--- config.mk ---
export PLATFORM = sky130hd
export DESIGN_NAME = dbsac_top
export DESIGN_NICKNAME = d
export VERILOG_FILES = /design/src/verilog/dbsac_dq.v /design/src/verilog/dbsac_top.v
export VERILOG_INCLUDE_DIRS = /design/src /design/src/shared
export SDC_FILE = /design/constraint.sdc
export NUM_CORES = 1
export LEC_CHECK = 0
export CAP_MARGIN = 20
export CORE_MARGIN = 2
export CORE_UTILIZATION = 65
export DETAILED_ROUTE_END_ITERATION = 7
export DONT_BUFFER_PORTS = 1
export PLACE_DENSITY_LB_ADDON = 0.08
export SYNTH_ARGS = -nofsm -noshare
export SYNTH_HDL_FRONTEND = slang
export SYNTH_SLANG_ARGS = --single-unit
--- constraint.sdc ---
create_clock -name mclk -period 14.1 [get_ports mclk]
set_input_delay 1.41 -clock mclk [delete_from_list [all_inputs] [get_ports mclk]]
set_output_delay 1.41 -clock mclk [all_outputs]
set_load 0.01 [all_outputs]
--- src/shared/dbsac_map.vh ---
// register map and field layout of the dual bus slot access control block
// assumes a 12-bit byte address from a plain strobe port with 32-bit data
`ifndef DBSAC_MAP_VH
`define DBSAC_MAP_VH

`define DBSAC_ADDR_W 12
`define DBSAC_OFF_CTRL 12'h000
`define DBSAC_OFF_STATUS 12'h004
`define DBSAC_CHAN_BASE_HI 4'h1
`define DBSAC_CH_VCI 3'h0
`define DBSAC_CH_RD_LO 3'h1
`define DBSAC_CH_RD_HI 3'h2
`define DBSAC_CH_WR_LO 3'h3
`define DBSAC_CH_WR_HI 3'h4

`define DBSAC_MOD_W 8
`define DBSAC_MOD_RESET 8'h00
`define DBSAC_VCI_W 20
`define DBSAC_CH_EN_BIT 31
`define DBSAC_NOCT 48
`define DBSAC_OFF_W 6
`define DBSAC_NPRI 3

`endif

--- src/verilog/dbsac_dq.v ---
// distributed queue access for one bus: three priorities, request and
// countdown counters, bandwidth balancing counter and pending request count
// assumes slot and request events are one-cycle pulses on mclk
`timescale 1ns/1ps
`default_nettype none
`include "dbsac_map.vh"

module dbsac_dq #(
  parameter CW = 8
) (
  input wire mclk,
  input wire rst_n,
  input wire [`DBSAC_MOD_W-1:0] balance_modulus,
  input wire fwd_empty,
  input wire [2:0] rev_req,
  input wire [2:0] rev_free,
  input wire [2:0] seg_avail,
  output wire [2:0] seg_sent,
  output wire [2:0] req_write,
  output wire [2:0] queued,
  output wire [`DBSAC_MOD_W-1:0] bwb_count
);

  reg [`DBSAC_MOD_W-1:0] bwb;
  reg wrap;
  reg [2:0] q;
  reg [2:0] grant;
  wire [CW-1:0] cd_w [0:2];
  wire tx;

  // saturating counter step, never below zero nor above all ones
  function [CW-1:0] step;
    input [CW-1:0] v;
    input [2:0] inc;
    input dec;
    reg [CW+1:0] s;
    begin
      s = {2'b00, v} + {{(CW-1){1'b0}}, inc};
      if (dec && s != {(CW+2){1'b0}})
        s = s - {{(CW+1){1'b0}}, 1'b1};
      if (s[CW+1:CW] != 2'b00)
        step = {CW{1'b1}};
      else
        step = s[CW-1:0];
    end
  endfunction

  always @* begin
    grant = 3'b000;
    if (fwd_empty) begin
      if (q[2] && cd_w[2] == {CW{1'b0}})
        grant = 3'b100;
      else if (q[1] && cd_w[1] == {CW{1'b0}})
        grant = 3'b010;
      else if (q[0] && cd_w[0] == {CW{1'b0}})
        grant = 3'b001;
    end
  end

  assign tx = |grant;
  assign seg_sent = grant;
  assign queued = q;
  assign bwb_count = bwb;

  // one counter per bus; cleared on reset
  always @(posedge mclk) begin
    if (!rst_n) begin
      bwb <= `DBSAC_MOD_RESET;
      wrap <= 1'b0;
    end else begin
      wrap <= 1'b0;
      if (tx && balance_modulus != {`DBSAC_MOD_W{1'b0}}) begin
        if (bwb == balance_modulus - 1'b1) begin
          bwb <= {`DBSAC_MOD_W{1'b0}};
          wrap <= 1'b1;
        end else begin
          bwb <= bwb + 1'b1;
        end
      end
    end
  end

  genvar p;
  generate
    for (p = 0; p < `DBSAC_NPRI; p = p + 1) begin : g_pri
      reg [CW-1:0] rq;
      reg [CW-1:0] cd;
      reg [CW-1:0] pend;
      wire [2:0] ge_m = rev_req & (3'b111 << p);
      wire [2:0] gt_m = rev_req & (3'b110 << p);
      wire [1:0] ge_n = {1'b0, ge_m[0]} + {1'b0, ge_m[1]} + {1'b0, ge_m[2]};
      wire [1:0] gt_n = {1'b0, gt_m[0]} + {1'b0, gt_m[1]} + {1'b0, gt_m[2]};
      // wrap adds one to request or countdown, skipping one slot
      wire [2:0] inc_u = {1'b0, ge_n} + {2'b00, wrap};
      wire [2:0] inc_q = {1'b0, gt_n} + {2'b00, wrap};
      wire [CW-1:0] rq_u = step(rq, inc_u, fwd_empty);
      wire enq = !q[p] && seg_avail[p];
      assign cd_w[p] = cd;
      assign req_write[p] = (pend != {CW{1'b0}}) && rev_free[p];

      always @(posedge mclk) begin
        if (!rst_n) begin
          rq <= {CW{1'b0}};
          cd <= {CW{1'b0}};
          pend <= {CW{1'b0}};
          q[p] <= 1'b0;
        end else begin
          if (!q[p]) begin
            if (enq) begin
              cd <= rq_u;
              rq <= {CW{1'b0}};
              q[p] <= 1'b1;
            end else begin
              // count equal and higher requests, cancel on empty
              rq <= rq_u;
            end
          end else begin
            rq <= step(rq, {2'b00, rev_req[p]}, 1'b0);
            if (grant[p]) begin
              q[p] <= 1'b0;
              cd <= {CW{1'b0}};
            end else begin
              cd <= step(cd, inc_q, fwd_empty);
            end
          end
          // pending requests untouched by the wrap
          if (enq && !req_write[p])
            pend <= step(pend, 3'b001, 1'b0);
          else if (!enq && req_write[p])
            pend <= pend - 1'b1;
        end
      end
    end
  endgenerate

endmodule // dbsac_dq

`default_nettype wire

--- src/verilog/dbsac_top.v ---
// dual bus slot access control: queued access on both buses with bandwidth
// balancing, and pre-arbitrated octet access with per-channel octet tables
// assumes slot framing logic on mclk delivers headers and octets as pulses
//
// Decided for this implementation: the register offsets and the strobed register port.
`timescale 1ns/1ps
`default_nettype none
`include "dbsac_map.vh"

module dbsac_top #(
  parameter NCH = 2,
  parameter CIW = 1,
  parameter CW = 8
) (
  input wire mclk,
  input wire rst_n,
  input wire [`DBSAC_ADDR_W-1:0] reg_addr,
  input wire [31:0] reg_wdata,
  input wire reg_write,
  input wire reg_read,
  output reg [31:0] reg_rdata,
  input wire [1:0] qa_empty,
  input wire [5:0] qa_req_seen,
  input wire [5:0] qa_req_free,
  input wire [5:0] qa_seg_avail,
  output wire [5:0] qa_seg_sent,
  output wire [5:0] qa_req_write,
  input wire [1:0] hdr_valid,
  input wire [1:0] hdr_pa,
  input wire [2*`DBSAC_VCI_W-1:0] hdr_vci,
  input wire [1:0] oct_valid,
  input wire [15:0] oct_in,
  output reg [1:0] oct_out_valid,
  output reg [15:0] oct_out,
  input wire [15:0] iso_wr_data,
  output wire [1:0] iso_wr_take,
  output reg [1:0] iso_rd_valid,
  output reg [15:0] iso_rd_data,
  output reg [2*CIW-1:0] iso_chan,
  output reg [1:0] conv_valid,
  output reg [2*NCH-1:0] conv_sel
);

  reg [`DBSAC_MOD_W-1:0] balance_modulus;
  reg [`DBSAC_VCI_W-1:0] ch_vci [0:NCH-1];
  reg [NCH-1:0] ch_en;
  reg [`DBSAC_NOCT-1:0] ch_rd [0:NCH-1];
  reg [`DBSAC_NOCT-1:0] ch_wr [0:NCH-1];
  wire [5:0] queued;
  wire [2*`DBSAC_MOD_W-1:0] bwb_count;

  wire chan_sel = reg_addr[11:8] == `DBSAC_CHAN_BASE_HI;
  wire [2:0] ch_idx = reg_addr[7:5];
  wire [2:0] ch_word = reg_addr[4:2];
  integer c;

  // register writes; channel blocks sit 32 bytes apart
  always @(posedge mclk) begin
    if (!rst_n) begin
      balance_modulus <= `DBSAC_MOD_RESET;
      ch_en <= {NCH{1'b0}};
      for (c = 0; c < NCH; c = c + 1) begin
        ch_vci[c] <= {`DBSAC_VCI_W{1'b0}};
        ch_rd[c] <= {`DBSAC_NOCT{1'b0}};
        ch_wr[c] <= {`DBSAC_NOCT{1'b0}};
      end
    end else if (reg_write) begin
      if (reg_addr == `DBSAC_OFF_CTRL)
        balance_modulus <= reg_wdata[`DBSAC_MOD_W-1:0];
      for (c = 0; c < NCH; c = c + 1) begin
        if (chan_sel && ch_idx == c[2:0]) begin
          case (ch_word)
            `DBSAC_CH_VCI: begin
              ch_vci[c] <= reg_wdata[`DBSAC_VCI_W-1:0];
              ch_en[c] <= reg_wdata[`DBSAC_CH_EN_BIT];
            end
            `DBSAC_CH_RD_LO: ch_rd[c][31:0] <= reg_wdata;
            `DBSAC_CH_RD_HI: ch_rd[c][`DBSAC_NOCT-1:32] <= reg_wdata[`DBSAC_NOCT-33:0];
            `DBSAC_CH_WR_LO: ch_wr[c][31:0] <= reg_wdata;
            `DBSAC_CH_WR_HI: ch_wr[c][`DBSAC_NOCT-1:32] <= reg_wdata[`DBSAC_NOCT-33:0];
            default: ;
          endcase
        end
      end
    end
  end

  // read data stands only in the cycle after the strobe; unmapped reads zero
  always @(posedge mclk) begin
    if (!rst_n) begin
      reg_rdata <= 32'h00000000;
    end else begin
      reg_rdata <= 32'h00000000;
      if (reg_read) begin
        if (reg_addr == `DBSAC_OFF_CTRL)
          reg_rdata <= {{(32-`DBSAC_MOD_W){1'b0}}, balance_modulus};
        else if (reg_addr == `DBSAC_OFF_STATUS)
          reg_rdata <= {10'h000, queued, bwb_count};
        for (c = 0; c < NCH; c = c + 1) begin
          if (chan_sel && ch_idx == c[2:0]) begin
            case (ch_word)
              `DBSAC_CH_VCI: reg_rdata <= {ch_en[c], {(31-`DBSAC_VCI_W){1'b0}}, ch_vci[c]};
              `DBSAC_CH_RD_LO: reg_rdata <= ch_rd[c][31:0];
              `DBSAC_CH_RD_HI: reg_rdata <= {{(64-`DBSAC_NOCT){1'b0}}, ch_rd[c][`DBSAC_NOCT-1:32]};
              `DBSAC_CH_WR_LO: reg_rdata <= ch_wr[c][31:0];
              `DBSAC_CH_WR_HI: reg_rdata <= {{(64-`DBSAC_NOCT){1'b0}}, ch_wr[c][`DBSAC_NOCT-1:32]};
              default: reg_rdata <= 32'h00000000;
            endcase
          end
        end
      end
    end
  end

  genvar b;
  generate
    for (b = 0; b < 2; b = b + 1) begin : g_bus
      // one queue engine per bus, three priorities each
      dbsac_dq #(
        .CW(CW)
      ) u_dq (
        .mclk(mclk),
        .rst_n(rst_n),
        .balance_modulus(balance_modulus),
        .fwd_empty(qa_empty[b]),
        .rev_req(qa_req_seen[3*b+:3]),
        .rev_free(qa_req_free[3*b+:3]),
        .seg_avail(qa_seg_avail[3*b+:3]),
        .seg_sent(qa_seg_sent[3*b+:3]),
        .req_write(qa_req_write[3*b+:3]),
        .queued(queued[3*b+:3]),
        .bwb_count(bwb_count[`DBSAC_MOD_W*b+:`DBSAC_MOD_W])
      );

      reg hit;
      reg [CIW-1:0] idx;
      reg act;
      reg [CIW-1:0] ch;
      reg [`DBSAC_OFF_W-1:0] off;
      integer k;
      wire [`DBSAC_VCI_W-1:0] virtual_channel_id = hdr_vci[`DBSAC_VCI_W*b+:`DBSAC_VCI_W];
      wire in_range = off < `DBSAC_NOCT;
      wire wr_pos = act && in_range && ch_wr[ch][off];
      wire rd_pos = act && in_range && ch_rd[ch][off];

      // lowest matching channel wins, so one function per identifier
      always @* begin
        hit = 1'b0;
        idx = {CIW{1'b0}};
        for (k = NCH - 1; k >= 0; k = k - 1) begin
          if (ch_en[k] && ch_vci[k] == virtual_channel_id) begin
            hit = 1'b1;
            idx = k[CIW-1:0];
          end
        end
      end

      // take the user's octet at each write position
      assign iso_wr_take[b] = oct_valid[b] && wr_pos;

      always @(posedge mclk) begin
        if (!rst_n) begin
          act <= 1'b0;
          ch <= {CIW{1'b0}};
          off <= {`DBSAC_OFF_W{1'b0}};
          oct_out_valid[b] <= 1'b0;
          oct_out[8*b+:8] <= 8'h00;
          iso_rd_valid[b] <= 1'b0;
          iso_rd_data[8*b+:8] <= 8'h00;
          iso_chan[CIW*b+:CIW] <= {CIW{1'b0}};
          conv_valid[b] <= 1'b0;
          conv_sel[NCH*b+:NCH] <= {NCH{1'b0}};
        end else begin
          oct_out_valid[b] <= oct_valid[b];
          iso_rd_valid[b] <= 1'b0;
          conv_valid[b] <= 1'b0;
          if (hdr_valid[b]) begin
            off <= {`DBSAC_OFF_W{1'b0}};
            // unconfigured identifiers leave the slot alone
            act <= hdr_pa[b] && hit;
            ch <= idx;
            conv_valid[b] <= hit;
            conv_sel[NCH*b+:NCH] <= hit ? ({{(NCH-1){1'b0}}, 1'b1} << idx) : {NCH{1'b0}};
          end
          if (oct_valid[b]) begin
            if (in_range)
              off <= off + 1'b1;
            // write marked octets, pass the rest through
            oct_out[8*b+:8] <= wr_pos ? iso_wr_data[8*b+:8] : oct_in[8*b+:8];
            if (rd_pos) begin
              iso_rd_valid[b] <= 1'b1;
              iso_rd_data[8*b+:8] <= oct_in[8*b+:8];
              iso_chan[CIW*b+:CIW] <= ch;
            end
          end
        end
      end
    end
  endgenerate

endmodule // dbsac_top

`default_nettype wire
======== Word-level counts from Yosys, hierarchy flattened ========
Memories as Yosys holds them, arrays and structs flattened. A register that Yosys moved wholly into a read port is not among the register bits.
Index checks and enable logic that the tools add are counted.
Widths: inputs -> output; s select.
operators by class
  $lt $le $gt $ge ......................... 4
  shift-type cells ........................ 2
  muxes and demuxes ....................... 222
  add/subtract/negate cells ............... 59
  bitwise gates (word level) .............. 10
  equal/unequal tests ..................... 13
  reduce and logical (&&, ||, !) cells .... 156
operators with widths
  kind                   number
  $mux 8                 70
  $pmux 32 s5            2
  $mux 10                30
  $mux 32                6
  $reduce_bool 10->1     12
  $sub 10x1->10 const B  12
  $add 8x3->9            10
  $mux 1                 88
  $eq 20x20->1           4
  $add 8x1->9            8
  $reduce_bool 2->1      36
  $mux 16                4
  $logic_and 1x1->1      60
  $reduce_bool 8->1      7
  $sub 8x1->8 const B    7
  $add 8x1->9 const B    6
  $logic_not 8->1        6
  $mux 22                2
  $mux 20                2
  $mux 6                 6
  $bmux 1 s6             4
  $reduce_and 2->1       10
  $logic_not 1->1        18
  $add 8x1->8 const B    2
  other kinds (20)       54
word-level totals
  output and inout port bits .............. 90
  memories kept ........................... 3
  flip-flop bits (word level) ............. 270
  logic and storage cells ................. 521
  bits of input ports ..................... 146
  memory bits (writable) .................. 232
memories
  memory  depth  bits a word  read ports  clocked after memory_dff  write ports  line            text
  ch_rd   2      48           4           2                         2            dbsac_top.v:47  reg [`DBSAC_NOCT-1:0] ch_rd [0:NCH-1];
  ch_wr   2      48           4           2                         2            dbsac_top.v:48  reg [`DBSAC_NOCT-1:0] ch_wr [0:NCH-1];
  ch_vci  2      20           2           0                         2            dbsac_top.v:45  reg [`DBSAC_VCI_W-1:0] ch_vci [0:NCH-1];

======== Logic depth before layout (Yosys ltp) ========
  depth after elaboration ................. 13
  depth in mapped cells ................... 14
  depth with buffers taken out ............ 13

======== By module ========
From an unflattened synthesis, not the netlist that was laid out.
second synthesis, totals
  cells, all modules ...................... 3661
  area total of the unflattened synthesis .. 34478.1 um2
by module, submodules not included
  module                    sequential area each (um2)  instances  cells each  area an instance (um2)
  dbsac_top                 9008.6                      1          1460        18043.6
  dbsac_dq (g_bus[0].u_dq)  1681.6                      1          1141        8461.9
  dbsac_dq (g_bus[1].u_dq)  1681.6                      1          1060        7972.6

======== Least setup slack after synthesis ========
OpenSTA, ideal clock, no wires.
  path kind ............................... input port to flip-flop
  start ................................... input port reg_addr[11]
  end ..................................... memory ch_rd[0][0] in the netlist's numbering (enable)
  required time ........................... 13.630 ns
  data arrival time ....................... 5.047 ns
  cell stages on the path ................. 6
  library setup time ...................... 0.470 ns
  buffers on the path ..................... 0
  path slack .............................. 8.583 ns
  cells stage by stage .................... or4_1 nor2_1 and2_1 nor2b_1 nand2_1 o31ai_1
RTL lines
  what             line            text
  start, declared  dbsac_top.v:17  input wire [`DBSAC_ADDR_W-1:0] reg_addr,
  end, declared    dbsac_top.v:47

==> flow_metrics.env <==
export IMPL_fin_nets=3709
export IMPL_tightest_slew_ns=1.10
export IMPL_cts_buffers=54
export IMPL_synth_flop_cell="dfxtp_1"
export IMPL_dp_hpwl_um=75000
export IMPL_syn_nets=3871
export IMPL_clock_path_buffers=3
export IMPL_grt_remaining_overflow=0
export IMPL_first_pass_iters=6
export IMPL_grt_pass1_vias=27700
export IMPL_stdcell_count=4186
export IMPL_worstSetupEndpointType="output port"
export IMPL_die_width_um=231
export IMPL_netlist_area_leader_share_pct=20.8
export IMPL_viasPerCell=7.01
export IMPL_max_stage_delay_ns=0.84
export IMPL_layout_drive_gt1_share_pct=7.99
export IMPL_final_cell_mix="nor2_1, dfxtp_1, nand2_1"
export IMPL_h_tree_depth=2
export IMPL_synthCells=3622
export IMPL_coreArea_mm2=0.0512
export IMPL_fmax_mhz=176
export IMPL_drt_iter0_drc=3221
export IMPL_path_delay_family="compound AO/OA/AOI/OAI gates"
export IMPL_initial_core_util_pct=65.5
export IMPL_leakagePower_nw=12.7
export IMPL_ant_nets=0
export IMPL_vdd_drop_max_mv=0.140
export IMPL_yosys_warnings=0
export IMPL_synth_cell_types=102
export IMPL_wl_per_cell_um=24.8
export IMPL_cp_start_kind="register"
export IMPL_clkTransAtPathRegs_ns=0.06
export IMPL_antenna_found_initial=3
export IMPL_setup_viol=0
export IMPL_hold_viol=0
export IMPL_rows=83
export IMPL_status="finished clean"
export IMPL_ys_ff_latch=502
export IMPL_area_growth_pct=5.85
export IMPL_hp_class="reg2reg"
export IMPL_avgSynthCellArea_um2=9.26
export IMPL_fp_dieArea_mm2=0.0535
export IMPL_grt_max_degree=119
export IMPL_dpl_cell_area_mm2=0.0336
export IMPL_syn_area_mm2=0.0336
export IMPL_cts_root_buf="clkbuf_16"
export IMPL_crit_required_ns=12.69
export IMPL_finalCriticalPeriod_ns=5.68
export IMPL_ys_seq_area_share_pct=36.9
export IMPL_cts_sinks=502
export IMPL_rsz0062_at_grt="false"
export IMPL_period_share_pct=40.3
export IMPL_dp_worst_setup_slack_ns=8.82
export IMPL_slew_violations=0
export IMPL_cp_cell_sequence="buf_4 > mux4_2 > mux2i_1 > o21ai_0 > o221ai_1 > a21oi_1 > a41oi_2 > nor2_1"
export IMPL_cts_hold_repair_buffers=0
export IMPL_critPathKind="reg2out"
export IMPL_clk_latency_ns=0.66
export IMPL_crit_slowest_cell="a41oi_2"
export IMPL_relSlewSlack_pct=26.5
export IMPL_worst_path_max_fanout=48
export IMPL_synth_largest_area_cell="edfxtp_1"
export IMPL_fillers=3954
export IMPL_drt_wl_total_um=104000
export IMPL_final_setup_skew_ns=0.0410
export IMPL_cp_num_buf_inv=1
export IMPL_cts_tree="built"
export IMPL_track_usage_pct=38.1
export IMPL_ctsResizeCount=0
export IMPL_place_gp_congestion=1.00
export IMPL_async_flop_share_pct=0
export IMPL_die_h_um=231
export IMPL_maxCapViolCount=0
export IMPL_postCtsSetupBuffers=0
export IMPL_ios=236
export IMPL_layout_cells_most_common="nor2_1"
export IMPL_finalSetupTns_ns=0
export IMPL_synthTopCellsByArea="edfxtp_1, dfxtp_1, mux4_2, mux2i_1, xnor2_1"
export IMPL_pwr_density_cell_mw_per_mm2=146
export IMPL_dpl_cell_count=4079
export IMPL_worst_slack_ns=8.42
export IMPL_arrival_ns=4.27
export IMPL_vias=29400
export IMPL_synth_edff_count=232
export IMPL_grt_pass1_wl_um=159000
export IMPL_design_area_mm2=0.0355
export IMPL_drc=0
export IMPL_io_buffers=0
[power breakdown]
part	total, mW	internal (mW)	switching (mW)	leakage (nW)
clock network	1.50	0.867	0.633	0.912
logic	1.69	0.714	0.980	7.39
registers	1.98	1.69	0.288	4.41
total	5.17	3.27	1.90	12.7
[Yosys cell counts, drive strengths merged, types with 85 or more instances]
| library cell | n |
|---|---|
| nor2 | 284 |
| dfxtp | 270 |
| o21ai | 248 |
| nand2 | 242 |
| edfxtp | 232 |
| a21oi | 198 |
| clkbuf | 179 |
| mux2i | 164 |
| xnor2 | 152 |
| and2 | 141 |
| nand3 | 121 |
| xor2 | 108 |
| inv | 104 |
| ha | 87 |
| nor3 | 85 |
[worst register-to-register path, delay by kind of cell, from the launching register on]
family                     cells  cell delay (ns)
AOI/OAI and AO/OA              4             1.27
adders and majority gates      3             1.37
DFF                            1             0.58
and+or+nand+nor                3             0.90
[final cells by class]
type | count | area [um^2] | area share, %
Clock buffer | 78 | 1610 | 4.52
Timing Repair Buffer | 30 | 248 | 0.698
Antenna cell | 1 | 2.50 | 0.00705
Sequential cell | 502 | 12400 | 34.9
Clock inverter | 23 | 251 | 0.708
Inverter | 106 | 400 | 1.13
Tap cell | 680 | 851 | 2.40
Multi-Input combinational cell | 2766 | 19800 | 55.7
[registers in the layout, indices dropped and copies added (netlist names), 32 cells and up, named ones only]
| name | flops |
|---|---|
| g_bus.u_dq.g_pri.cd | 48 |
| g_bus.u_dq.g_pri.pend | 48 |
| ch_rd | 96 |
| g_bus.u_dq.g_pri.rq | 48 |
| ch_wr | 96 |
| reg_rdata | 32 |
| ch_vci | 40 |
[through the flow]
stage | utilization (%) | power (mW) | hold slack [ns]
final | 69.4 | 5.17 | 0.500
after global routing | 69.4 | 5.46 | 0.530
after CTS | 69.2 | 5.14 | 0.497
after detailed placement | 65.6 | 3.65 | 0.490
after global placement | 65.6 | 3.58 | 0.481
after floorplan | - | 3.29 | 0.450
[cell families (layout without fill, tap and decap cells)]
| group | Yosys count | after routing | share of synthesized area, % |
|---|---|---|---|
| mux | 260 | 260 | 10.6 |
| simple gates | 1227 | 1227 | 18.8 |
| compound gates | 916 | 916 | 18.3 |
| fa+ha+maj | 103 | 103 | 4.20 |
| flops | 502 | 502 | 36.9 |
| xor+xnor | 260 | 260 | 6.79 |
| buf+inv | 354 | 237 | 4.45 |
| other cells | 0 | 1 | 0 |
[routing by layer]
| layer | up-vias | global-route usage [%] | wire (um) | share of wire, % |
|---|---|---|---|---|
| met3 | 366 | 7.58 | 9450 | 9.1 |
| met1 | 14100 | 47.2 | 38900 | 38 |
| met2 | 1660 | 61.4 | 47900 | 46 |
| li1 | 13200 | - | - | - |
| met4 | 3 | 23.6 | 7300 | 7.0 |
| met5 | - | 0 | 20 | 0.019 |
[final timing paths]
kind / slack (ns) / depth (start not counted) / startpoint / endpoint
worst max-delay path: 8.42 / 8 / register / iso_wr_take[0]
worst min-delay path: 0.50 / 2 / g_bus[1].u_dq.g_pri[2].pend[4] / g_bus[1].u_dq.g_pri[2].pend[4]
worst max register to register: 9.89 / 10 / g_bus[1].u_dq.wrap / g_bus[1].u_dq.g_pri[1].cd[5]
worst min register to register: 0.50 / 2 / g_bus[1].u_dq.g_pri[2].pend[4] / g_bus[1].u_dq.g_pri[2].pend[4]
Power figures use the tool's default switching activity.
